## src/hw/rtc_pin_trim_pkg.sv

```systemverilog
// Constants, register layouts and types for the output pin and trim block
package rtc_pin_trim_pkg;

  // ---------------------------------------------------------------
  // Register offsets
  // ---------------------------------------------------------------
  localparam logic [7:0] ADDR_PIN_CLOCK_CONFIG = 8'h07;
  localparam logic [7:0] ADDR_CLOCK_CORRECTION = 8'h08;
  localparam logic [7:0] ADDR_ALARM0_DAY       = 8'h0d;
  localparam logic [7:0] ADDR_ALARM1_DAY       = 8'h14;

  // ---------------------------------------------------------------
  // Reset values and field positions
  // ---------------------------------------------------------------
  localparam logic [7:0] RST_PIN_CLOCK_CONFIG = 8'h80;
  localparam logic [7:0] RST_CLOCK_CORRECTION = 8'h00;
  localparam logic [7:0] RST_ALARM_DAY        = 8'h00;
  localparam int         POS_ALARM_POLARITY   = 7;
  localparam int         POS_ALARM_FLAG       = 3;

  // ---------------------------------------------------------------
  // Timing chain figures: rates in Hz, trim step in oscillator cycles
  // ---------------------------------------------------------------
  localparam int OSC_FREQ_HZ     = 32768;
  localparam int COARSE_RATE_HZ  = 128;
  localparam int SECS_PER_MINUTE = 60;
  localparam int CYCLES_PER_STEP = 2;

  // Pin control fields, most significant first
  typedef struct packed {
    logic       gpo_level;
    logic       square_wave_enable;
    logic       alarm1_enable;
    logic       alarm0_enable;
    logic       external_clock_input_enable;
    logic       coarse_trim_enable;
    logic [1:0] square_wave_freq_select;
  } pin_clock_config_t;

  // Trim register fields
  typedef struct packed {
    logic       trim_add;
    logic [6:0] trim_step_count;
  } clock_correction_t;

  // Pin modes, Gray ordered
  typedef enum logic [1:0] {
    MODE_GPO   = 2'b00,
    MODE_ALARM = 2'b01,
    MODE_SQW   = 2'b11
  } pin_mode_t;

endpackage : rtc_pin_trim_pkg

```

## src/hw/sync_two_flop.sv

```systemverilog
// Two flip-flop synchroniser for levels from outside the clock domain
`timescale 1ns/1ps
module sync_two_flop #(
  parameter int WIDTH = 1
) (
  input  wire logic             clk_sys_i,
  input  wire logic             reset_i,
  input  wire logic [WIDTH-1:0] async_i,
  output logic      [WIDTH-1:0] sync_o
);

  logic [WIDTH-1:0] meta_q;
  logic [WIDTH-1:0] sync_q;

  // First stage feeds only the second stage
  always_ff @(posedge clk_sys_i) begin
    if (reset_i) begin
      meta_q <= '0;
      sync_q <= '0;
    end else begin
      meta_q <= async_i;
      sync_q <= meta_q;
    end
  end

  assign sync_o = sync_q;

endmodule : sync_two_flop

```

## src/hw/rtc_output_pin_and_trim.sv

```systemverilog
// Multi-function pin selection, alarm flags and digital trim of the timing chain
`timescale 1ns/1ps
module rtc_output_pin_and_trim
  import rtc_pin_trim_pkg::*;
#(
  parameter int SECS_PER_MIN = SECS_PER_MINUTE
) (
  input  wire logic       clk_sys_i,
  input  wire logic       reset_i,
  input  wire logic       osc_clk_i,
  input  wire logic       on_backup_i,
  input  wire logic       alarm0_match_i,
  input  wire logic       alarm1_match_i,
  input  wire logic       reg_wr_i,
  input  wire logic       reg_rd_i,
  input  wire logic [7:0] reg_addr_i,
  input  wire logic [7:0] reg_wdata_i,
  output logic      [7:0] reg_rdata_o,
  output logic            ext_clk_enable_o,
  output logic            sec_tick_o,
  output logic            multi_function_pin_o,
  output logic            multi_function_pin_oe_o
);

  // ---------------------------------------------------------------
  // Synchronised pins
  // ---------------------------------------------------------------
  logic [1:0] pins_s;
  logic       osc_s;
  logic       backup_s;

  sync_two_flop #(.WIDTH(2)) u_sync (
    .clk_sys_i (clk_sys_i),
    .reset_i   (reset_i),
    .async_i   ({on_backup_i, osc_clk_i}),
    .sync_o    (pins_s)
  );

  assign osc_s    = pins_s[0];
  assign backup_s = pins_s[1];

  // ---------------------------------------------------------------
  // Register file
  // ---------------------------------------------------------------
  pin_clock_config_t cfg_q,  cfg_d;
  clock_correction_t corr_q, corr_d;
  logic [7:0]        day0_q, day0_d;
  logic [7:0]        day1_q, day1_d;
  logic              pol_q,  pol_d;
  logic              flag0_q, flag0_d;
  logic              flag1_q, flag1_d;
  logic [7:0]        rdata_q, rdata_d;
  logic              wr_day0;
  logic              wr_day1;

  assign wr_day0 = reg_wr_i && (reg_addr_i == ADDR_ALARM0_DAY);
  assign wr_day1 = reg_wr_i && (reg_addr_i == ADDR_ALARM1_DAY);

  // Writes, flag updates and read data
  always_comb begin
    cfg_d   = cfg_q;
    corr_d  = corr_q;
    day0_d  = day0_q;
    day1_d  = day1_q;
    pol_d   = pol_q;
    rdata_d = rdata_q;
    if (reg_wr_i && reg_addr_i == ADDR_PIN_CLOCK_CONFIG) begin
      cfg_d = pin_clock_config_t'(reg_wdata_i);
    end
    if (reg_wr_i && reg_addr_i == ADDR_CLOCK_CORRECTION) begin
      corr_d = clock_correction_t'(reg_wdata_i);
    end
    if (wr_day0) begin
      day0_d = reg_wdata_i;
      pol_d  = reg_wdata_i[POS_ALARM_POLARITY];
    end
    if (wr_day1) begin
      day1_d = reg_wdata_i;
      pol_d  = reg_wdata_i[POS_ALARM_POLARITY];
    end
    // A write to its own day register clears the flag, a written one is ignored, a match wins
    flag0_d = alarm0_match_i || (flag0_q && !wr_day0);
    flag1_d = alarm1_match_i || (flag1_q && !wr_day1);
    if (reg_rd_i) begin
      unique case (reg_addr_i)
        ADDR_PIN_CLOCK_CONFIG: rdata_d = cfg_q;
        ADDR_CLOCK_CORRECTION: rdata_d = corr_q;
        ADDR_ALARM0_DAY:       rdata_d = {pol_q, day0_q[6:4], flag0_q, day0_q[2:0]};
        ADDR_ALARM1_DAY:       rdata_d = {pol_q, day1_q[6:4], flag1_q, day1_q[2:0]};
        default:               rdata_d = 8'h00;
      endcase
    end
  end

  always_ff @(posedge clk_sys_i) begin
    if (reset_i) begin
      cfg_q   <= pin_clock_config_t'(RST_PIN_CLOCK_CONFIG);
      corr_q  <= clock_correction_t'(RST_CLOCK_CORRECTION);
      day0_q  <= RST_ALARM_DAY;
      day1_q  <= RST_ALARM_DAY;
      pol_q   <= RST_ALARM_DAY[POS_ALARM_POLARITY];
      flag0_q <= RST_ALARM_DAY[POS_ALARM_FLAG];
      flag1_q <= RST_ALARM_DAY[POS_ALARM_FLAG];
      rdata_q <= 8'h00;
    end else begin
      cfg_q   <= cfg_d;
      corr_q  <= corr_d;
      day0_q  <= day0_d;
      day1_q  <= day1_d;
      pol_q   <= pol_d;
      flag0_q <= flag0_d;
      flag1_q <= flag1_d;
      rdata_q <= rdata_d;
    end
  end

  assign reg_rdata_o      = rdata_q;
  assign ext_clk_enable_o = cfg_q.external_clock_input_enable;

  // ---------------------------------------------------------------
  // Trimmed timing chain
  // ---------------------------------------------------------------
  logic        osc_prev_q, osc_prev_d;
  logic        osc_rise;
  logic [14:0] chain_q, chain_d;
  logic [5:0]  secs_q,  secs_d;
  logic [7:0]  pend_q,  pend_d;
  logic        add_q,   add_d;
  logic        tick_q,  tick_d;
  logic [15:0] chain_sum;
  logic [1:0]  step;
  logic        sec_wrap;
  logic        min_wrap;
  logic        coarse_ev;
  logic        trim_ev;

  assign osc_rise = osc_s && !osc_prev_q;

  // Chain advance with inserted or swallowed cycles
  always_comb begin
    osc_prev_d = osc_s;
    step       = 2'd1;
    if (pend_q != 8'h00) begin
      step = add_q ? 2'd2 : 2'd0;
    end
    chain_sum = {1'b0, chain_q} + {14'h0000, step};
    sec_wrap  = osc_rise && chain_sum[15];
    min_wrap  = sec_wrap && (secs_q == 6'(SECS_PER_MIN - 1));
    coarse_ev = osc_rise && (chain_sum[15:8] != {1'b0, chain_q[14:8]});
    // Event rate set by coarse mode; trimming ignores backup
    trim_ev   = cfg_q.coarse_trim_enable ? coarse_ev : min_wrap;
    chain_d   = chain_q;
    secs_d    = secs_q;
    pend_d    = pend_q;
    add_d     = add_q;
    tick_d    = sec_wrap;
    if (osc_rise) begin
      chain_d = chain_sum[14:0];
      if (pend_q != 8'h00) begin
        pend_d = pend_q - 8'h01;
      end
    end
    if (sec_wrap) begin
      secs_d = min_wrap ? 6'd0 : secs_q + 6'd1;
    end
    // Zero step count starts no correction
    if (trim_ev && corr_q.trim_step_count != 7'h00) begin
      pend_d = {corr_q.trim_step_count, 1'b0};
      add_d  = corr_q.trim_add;
    end
  end

  always_ff @(posedge clk_sys_i) begin
    if (reset_i) begin
      osc_prev_q <= 1'b0;
      chain_q    <= 15'h0000;
      secs_q     <= 6'h00;
      pend_q     <= 8'h00;
      add_q      <= 1'b0;
      tick_q     <= 1'b0;
    end else begin
      osc_prev_q <= osc_prev_d;
      chain_q    <= chain_d;
      secs_q     <= secs_d;
      pend_q     <= pend_d;
      add_q      <= add_d;
      tick_q     <= tick_d;
    end
  end

  assign sec_tick_o = tick_q;

  // ---------------------------------------------------------------
  // Pin mode and level
  // ---------------------------------------------------------------
  pin_mode_t mode;
  logic      wave;
  logic      level;
  logic      drive;
  logic      pin_low_q, pin_low_d;

  always_comb begin
    // Square wave enable overrides the alarm enables
    if (cfg_q.square_wave_enable) begin
      mode = MODE_SQW;
    end else if (cfg_q.alarm0_enable || cfg_q.alarm1_enable) begin
      mode = MODE_ALARM;
    end else begin
      mode = MODE_GPO;
    end
    if (cfg_q.coarse_trim_enable) begin
      wave = chain_q[8];
    end else begin
      unique case (cfg_q.square_wave_freq_select)
        2'b00:   wave = chain_q[14];
        2'b01:   wave = chain_q[2];
        2'b10:   wave = chain_q[1];
        default: wave = osc_s;
      endcase
    end
    level = 1'b1;
    drive = 1'b0;
    unique case (mode)
      MODE_SQW: begin
        level = wave;
        drive = !backup_s;
      end
      MODE_ALARM: begin
        // Alarm output stays active on backup
        drive = 1'b1;
        if (cfg_q.alarm0_enable && cfg_q.alarm1_enable) begin
          level = pol_q ? (flag0_q || flag1_q) : !(flag0_q && flag1_q);
        end else if (cfg_q.alarm0_enable) begin
          level = pol_q ? flag0_q : !flag0_q;
        end else begin
          level = pol_q ? flag1_q : !flag1_q;
        end
      end
      MODE_GPO: begin
        level = cfg_q.gpo_level;
        drive = !backup_s;
      end
      default: begin
        level = 1'b1;
        drive = 1'b0;
      end
    endcase
    pin_low_d = drive && !level;
  end

  always_ff @(posedge clk_sys_i) begin
    if (reset_i) begin
      pin_low_q <= 1'b0;
    end else begin
      pin_low_q <= pin_low_d;
    end
  end

  // Open drain: only ever pulls low, pull-up gives the high level
  assign multi_function_pin_o    = 1'b0;
  assign multi_function_pin_oe_o = pin_low_q;
endmodule : rtc_output_pin_and_trim

```

## config.mk

```make
export PLATFORM = sky130hd
export DESIGN_NAME = rtc_output_pin_and_trim
export DESIGN_NICKNAME = d
export VERILOG_FILES = /design/src/hw/rtc_pin_trim_pkg.sv /design/src/hw/sync_two_flop.sv /design/src/hw/rtc_output_pin_and_trim.sv
export SDC_FILE = /design/constraint.sdc
export NUM_CORES = 1
export LEC_CHECK = 0
export ABC_AREA = 1
export BUFFER_PORTS_ARGS = -buffer_cell sky130_fd_sc_hd__clkbuf_2
export CORE_MARGIN = 2
export CORE_UTILIZATION = 55
export DETAILED_ROUTE_END_ITERATION = 7
export PLACE_DENSITY = 0.75
export SYNTH_ARGS = -nofsm -noshare
export SYNTH_HDL_FRONTEND = slang
export SYNTH_HIERARCHICAL = 1
export SYNTH_SLANG_ARGS = --single-unit
```

## constraint.sdc

```tcl
create_clock -name clk_sys_i -period 6.3 [get_ports clk_sys_i]
set_input_delay 0 -clock clk_sys_i [delete_from_list [all_inputs] [get_ports clk_sys_i]]
set_output_delay 0 -clock clk_sys_i [all_outputs]
set_load 0.005 [all_outputs]
```

# [Word level (Yosys, flattened, before mapping)]
# Cells that the tools add are included.
[totals] in_bits=24 regBits=78 output_inout_bits=12 word_cells=96
[classes] n_eq_ne=10 n_addsub=3 n_reduce_logical=37 mux=21
[op_table] operator="$pmux 8 s4" n=1
[op_table] operator="$mux 8" n=3
[op_table] operator="$add 15x2->16" n=1
[op_table] operator="$eq 8x4->1 const B" n=2
[op_table] operator="$logic_and 1x1->1" n=14
[op_table] operator="$mux 1" n=10
[op_table] operator="$eq 8x3->1 const B" n=1
[op_table] operator="$eq 8x5->1 const B" n=1
[op_table] operator="$logic_not 1->1" n=8
[op_table] operator="$ne 8x7->1" n=1
[op_table] operator="$reduce_bool 8->1" n=1
[op_table] operator="$sub 8x1->8 const B" n=1
[op_table] operator="$reduce_bool 7->1" n=1
[op_table] operator="$add 6x1->6 const B" n=1
[op_table] operator="$eq 6x6->1 const B" n=1
[op_table] operator="$mux 2" n=3
[op_table] operator="$mux 6" n=1
[op_table] operator="$pmux 1 s3" n=2
[op_table] operator="$reduce_bool 2->1" n=3
[op_table] operator="$eq 2x1->1 const B" n=2
[op_table] operator="$eq 2x2->1 const B" n=2
[op_table] operator="$logic_not 2->1" n=2
[op_table] operator="$logic_or 1x1->1" n=4
[op_table] operator="$reduce_and 2->1" n=2
[op_table] operator="other kinds (2)" n=3

# [Depth between registers and ports, before layout]
[depth] depth_word=9 ltp_mapped=19 ltp_nobuf=19

# [Cells and area by module]
# Netlist, hierarchy kept.
[by_module_without_submodules] module="rtc_output_pin_and_trim" seq_area_each_um2=1441.4 n_inst=1 area_per_inst_um2=3599.7 cells_per_inst=515
[by_module_without_submodules] module="sync_two_flop" seq_area_each_um2=80.1 n_inst=1 area_per_inst_um2=110.1 cells_per_inst=12

# [Worst setup path before layout]
# OpenSTA, ideal clock, no wires.
[synth_timing] path_type="reg-to-reg" startpoint="reg pend_q[0]" endpoint="reg pend_q[5]" synth_period_minus_slack_ns=2.514 path_slack_ns=3.786 required_time_ns=6.172 setup_time_ns=0.128 stages_incl_launch_ff=18 path_buffers=0 t_arrival_ns=2.387 path_cell_list="dfxtp_1 > inv_1 > ha_1 > nand4_1 > nor3_1 > ha_1 > inv_1 > fa_1 > inv_1 > nand4_1 > nand3_1 > nand2_1 > inv_2 > nand2_2 > nand2_2 > nor2_1 > nor2_1 > nor2_1"
[synth_via] elab_chain_cells=9 elab_cells_between_ends=16 cone_classes="2 x add/sub; 1 x eq/ne; 5 x mux; 8 x reduce/logical"
[synth_lines] item="start, declared" line="rtc_output_pin_and_trim.sv:127" source="logic [7:0] pend_q, pend_d;"
[synth_lines] item="start signal, assigned" line="rtc_output_pin_and_trim.sv:185" source="pend_q <= pend_d;"
[synth_lines] item="$reduce_bool 8->1" line="rtc_output_pin_and_trim.sv:143, rtc_output_pin_and_trim.sv:159"
[synth_lines] item="$mux 2" line="rtc_output_pin_and_trim.sv:143" source="if (pend_q != 8'h00) begin"
[synth_lines] item="$add 15x2->16" line="rtc_output_pin_and_trim.sv:146" source="chain_sum = {1'b0, chain_q} + {14'h0000, step};"
[synth_lines] item="$ne 8x7->1 or $logic_and 1x1->1 (tied branches)" line="rtc_output_pin_and_trim.sv:149, rtc_output_pin_and_trim.sv:147"
[synth_lines] item="$logic_and 1x1->1 (on tied branches)" line="rtc_output_pin_and_trim.sv:149, rtc_output_pin_and_trim.sv:148"
[synth_lines] item="$mux 1" line="rtc_output_pin_and_trim.sv:151" source="trim_ev = cfg_q.coarse_trim_enable ? coarse_ev : min_wrap;"
[synth_lines] item="$logic_and 1x1->1" line="rtc_output_pin_and_trim.sv:167" source="if (trim_ev && corr_q.trim_step_count != 7'h00) begin"
[synth_lines] item="$reduce_bool 2->1 (no line)"
[synth_lines] item="$reduce_and 2->1 (no line)"
# Parallel ways exist; a longest one is shown, timed or not. The select of a mux whose other input is x is not followed.
# A chain may end at the register's enable or synchronous reset.

# [Worst setup path after layout]
[layout_timing] startpoint="reg pend_q[0]" endpoint="reg pend_q[3]"
# The elaborated chain is that of the path after synthesis.

==> reports/qor.csv <==
stage;metric;value;unit
pwr;p_leak;1.782;nW
critical_path;regToRegSetupSlack;3410;ps
clock_tree;clock_latency;350;ps
route;via_per_inst;5.451;
critical_path;rr_worst_depth;17;
timing;rsz0062_at_grt;no;
timing;clock.fmax;0.3465;GHz
logic_synthesis;ys.flop_type;dfxtp_1;
status;status;finished, final reports clean;
critical_path;worst-setup-path-type;register to register;
critical_path;start_kind;register;
timing;fin_setup_tns;0;ps
pwr;p_int;0.0007515;W
critical_path;required;6510;ps
route;vias;3565;
clock_tree;cts-root-buf;clkbuf_8;
pwr;powerDensity;233.1;nW/µm²
clock_tree;clock_sinks;76;
placement;dp.cells;626;
grt;grt_pass1_wl;14460;µm
cells_and_area;final_common_cell;nand2_1;
logic_synthesis;syn_nets;556;
timing;worstMarginPinSlew;985.4;ps
pwr;combPwrFrac;7.8;%
logic_synthesis;synth_edf_count;0;
route;drt-initial-drc-count;197;
floorplan;die_w;86.13;µm
route;finalWirelength;8815;µm
logic_synthesis;syn_area_per_cell;7.039;µm²
floorplan;ios;36;
cells_and_area;final_cell_mix;nand2_1, dfxtp_1, nor2_1, inv_1, a21oi_1;
hold_path;hold_class;input pin to register;
job;maxCapViolCount;0;
grt;grt_pass1_vias;3166;
timing;setup_violations;0;
clock_tree;htreeDepth;3;
timing;hold_violations;0;
grt;grt_use_total;24.70;%
placement;gp_congestion;0.9133;
clock_tree;cts_resized;0;
grt;grt_max_degree;42;
hold_path;hold_path_depth;3;
logic_synthesis;synth_cell_types;36;
timing;min_period;2886;ps
route;drc;0;
pwr;vdd_drop_max;203.5;µV
grt;antenna_found_initial;0;
pwr;total_power;0.0009916;W
timing;period_share;45.81;%
placement;port_buffers;34;
critical_path;cp.arrival;3100;ps
cells_and_area;final_nets;601;
timing;slew_viol_final;0;
placement;hpwl;6287;µm
logic_synthesis;yosysSeqAreaShare;41.01;%
clock_tree;post_cts_buffers;0;
clock_tree;cts_buffers;9;
critical_path;cp-end-kind;register;
floorplan;rows;29;
logic_synthesis;synthCells;527;
hold_path;hp-start;reg_rd_i;
cells_and_area;drive_gt1_share;13.34;%
pwr;p_switching;0.0002401;W
cells_and_area;syn_to_final_growth;14.67;%
cells_and_area;final_cells;654;
pwr;power_frac_clock;42.7;%
hold_path;worstHoldEndpoint;reg_rdata_o[1]$_SDFFE_PP0P_;
logic_synthesis;synth.yosys.warnings;6;
logic_synthesis;async_flop_share;0;%
critical_path;worstReg2RegStart;pend_q[0]$_SDFFE_PP0P_;
critical_path;path_max_fanout;7;
route;wl_per_cell;13.48;µm
floorplan;start_util;57.76;%
clock_tree;clockBufferDepth;2;
pwr;switching_share;24.22;%
timing;skew;8.390;ps
floorplan;dieArea;7418;µm²
route;drt_first_pass_iters;5;
timing;relSlewSlack;34.23;%
clock_tree;cts_tree;built;
pwr;p_seq_share;49.5;%
floorplan;core_area;6422;µm²
floorplan;die_y;86.13;µm
route;ant_nets;0;
critical_path;r2r-end;pend_q[3]$_SDFFE_PP0P_;
cells_and_area;antenna_cells;0;
clock_tree;clk_pin_slew;80;ps
grt;overflow;0;
logic_synthesis;ys_ff_latch;76;
logic_synthesis;syn_area;3710;µm²
[kinds of logic after synthesis]
kind of cell	count (synthesis)	share of synthesized area, %
fa+ha+maj	5	1.889
compound gates	120	17.03
other cells	1	0.1011
simple gates	222	27.08
xor+xnor	14	3.305
flops	76	41.01
buf+inv	89	9.578
[repair_timing]
action,CTS,global route
hold buffers,12,0
setup endpoints to repair,0,0
hold endpoints to repair,22,0
[sequential cells by signal (all words and copies together) (netlist names)]
register	count
add_q	1
day1_q	6
pol_q	1
sec_tick_o	1
corr_q	8
flag1_q	1
chain_q	15
day0_q	6
cfg_q	7
osc_prev_q	1
multi_function_pin_oe_o	1
secs_q	6
pend_q	8
flag0_q	1
u_sync/sync_o	2
u_sync/meta_q	2
ext_clk_enable_o	1
reg_rdata_o	8
[worst max-delay path by stage]
stage                                      start                endpoint  slack [ps]  depth (start not counted)
after detailed placement  pend_q[0]$_SDFFE_PP0P_  pend_q[3]$_SDFFE_PP0P_        3450                         17
after CTS                 pend_q[0]$_SDFFE_PP0P_  pend_q[3]$_SDFFE_PP0P_        3430                         17
after global routing      pend_q[1]$_SDFFE_PP0P_  pend_q[1]$_SDFFE_PP0P_        3080                         17
after global placement    pend_q[0]$_SDFFE_PP0P_  pend_q[6]$_SDFFE_PP0P_        3540                         17
final                     pend_q[0]$_SDFFE_PP0P_  pend_q[3]$_SDFFE_PP0P_        3410                         17
after floorplan           pend_q[0]$_SDFFE_PP0P_  pend_q[5]$_SDFFE_PP0P_        3790                         17
[cells in the mapped netlist, types with 2 or more instances]
| library cell | instances | area share [%] |
|---|---|---|
| a31oi_1 | 2 | 0.34 |
| nor4_1 | 2 | 0.34 |
| clkbuf_1 | 6 | 0.61 |
| nor3_1 | 7 | 0.94 |
| o21a_1 | 3 | 0.61 |
| xor2_1 | 9 | 2.1 |
| nor2_4 | 5 | 1.5 |
| o22ai_1 | 7 | 1.2 |
| inv_2 | 10 | 1.0 |
| nor3_2 | 4 | 1.1 |
| nor2_2 | 2 | 0.34 |
| nor2_1 | 70 | 7.1 |
| buf_2 | 2 | 0.27 |
| o211ai_1 | 2 | 0.40 |
| dfxtp_1 | 76 | 41 |
| nand2_1 | 84 | 8.5 |
| inv_1 | 67 | 6.8 |
| nand2_2 | 5 | 0.84 |
| nand4_1 | 7 | 1.2 |
| a21oi_1 | 54 | 7.3 |
| xnor2_1 | 5 | 1.2 |
| o21ai_0 | 28 | 3.8 |
| ha_1 | 4 | 1.3 |
| o21ai_1 | 22 | 3.0 |
| nand3_1 | 32 | 4.3 |
| buf_6 | 2 | 0.61 |
[cell type report]
class                           instances  area [µm²]
Clock buffer                           11       141.4
Clock inverter                          5       82.58
Fill cell                             554        2168
Inverter                               77       289.0
Multi-Input combinational cell        362        1833
Sequential cell                        76        1521
Tap cell                               77       96.34
Timing Repair Buffer                   46       290.3
[power by group through the flow]
stage | logic, W | clock network [W] | registers (W)
after floorplan | 0.0000489 | 0 | 0.000501
after global placement | 0.0000677 | 0 | 0.000502
final | 0.0000770 | 0.000424 | 0.000491
after detailed placement | 0.0000701 | 0 | 0.000502
after global routing | 0.0000862 | 0.000446 | 0.000492
after CTS | 0.0000762 | 0.000427 | 0.000491
[critical path, stage by stage (launching register included)]
cell     delay (ps)
dfxtp_1         320
inv_1            70
ha_1            200
nand4_1         170
nor3_1          320
ha_1            270
inv_1            70
fa_1            410
inv_1           120
nand3_1          80
nand2_1          80
nand3_1          80
nand2_2         150
nand2_2         110
nand2_1          90
nand2_1          50
nor2_1          110
nor2_1           50
[metal layers]
metal  GRT usage, %  part of all wire [%]  vias up
met4          9.668                   1.9        0
met5              0                     0        -
met3          4.042                   4.5       17
met1          33.84                    47     1642
li1               -                     -     1807
met2          38.97                    47       99
[per-stage QoR]
step	setup WS [ps]	utilization [%]	hold slack, ps	area, µm²
finish	3414	66.24	27.83	4254
global route	3081	66.24	38.15	4254
CTS	3434	66.24	12.93	4254
detailed placement	3445	60.88	198.4	3910
global placement	3537	60.88	193.5	3910
floorplan	3786	-	71.18	3710
Power figures use the tool's default switching activity.
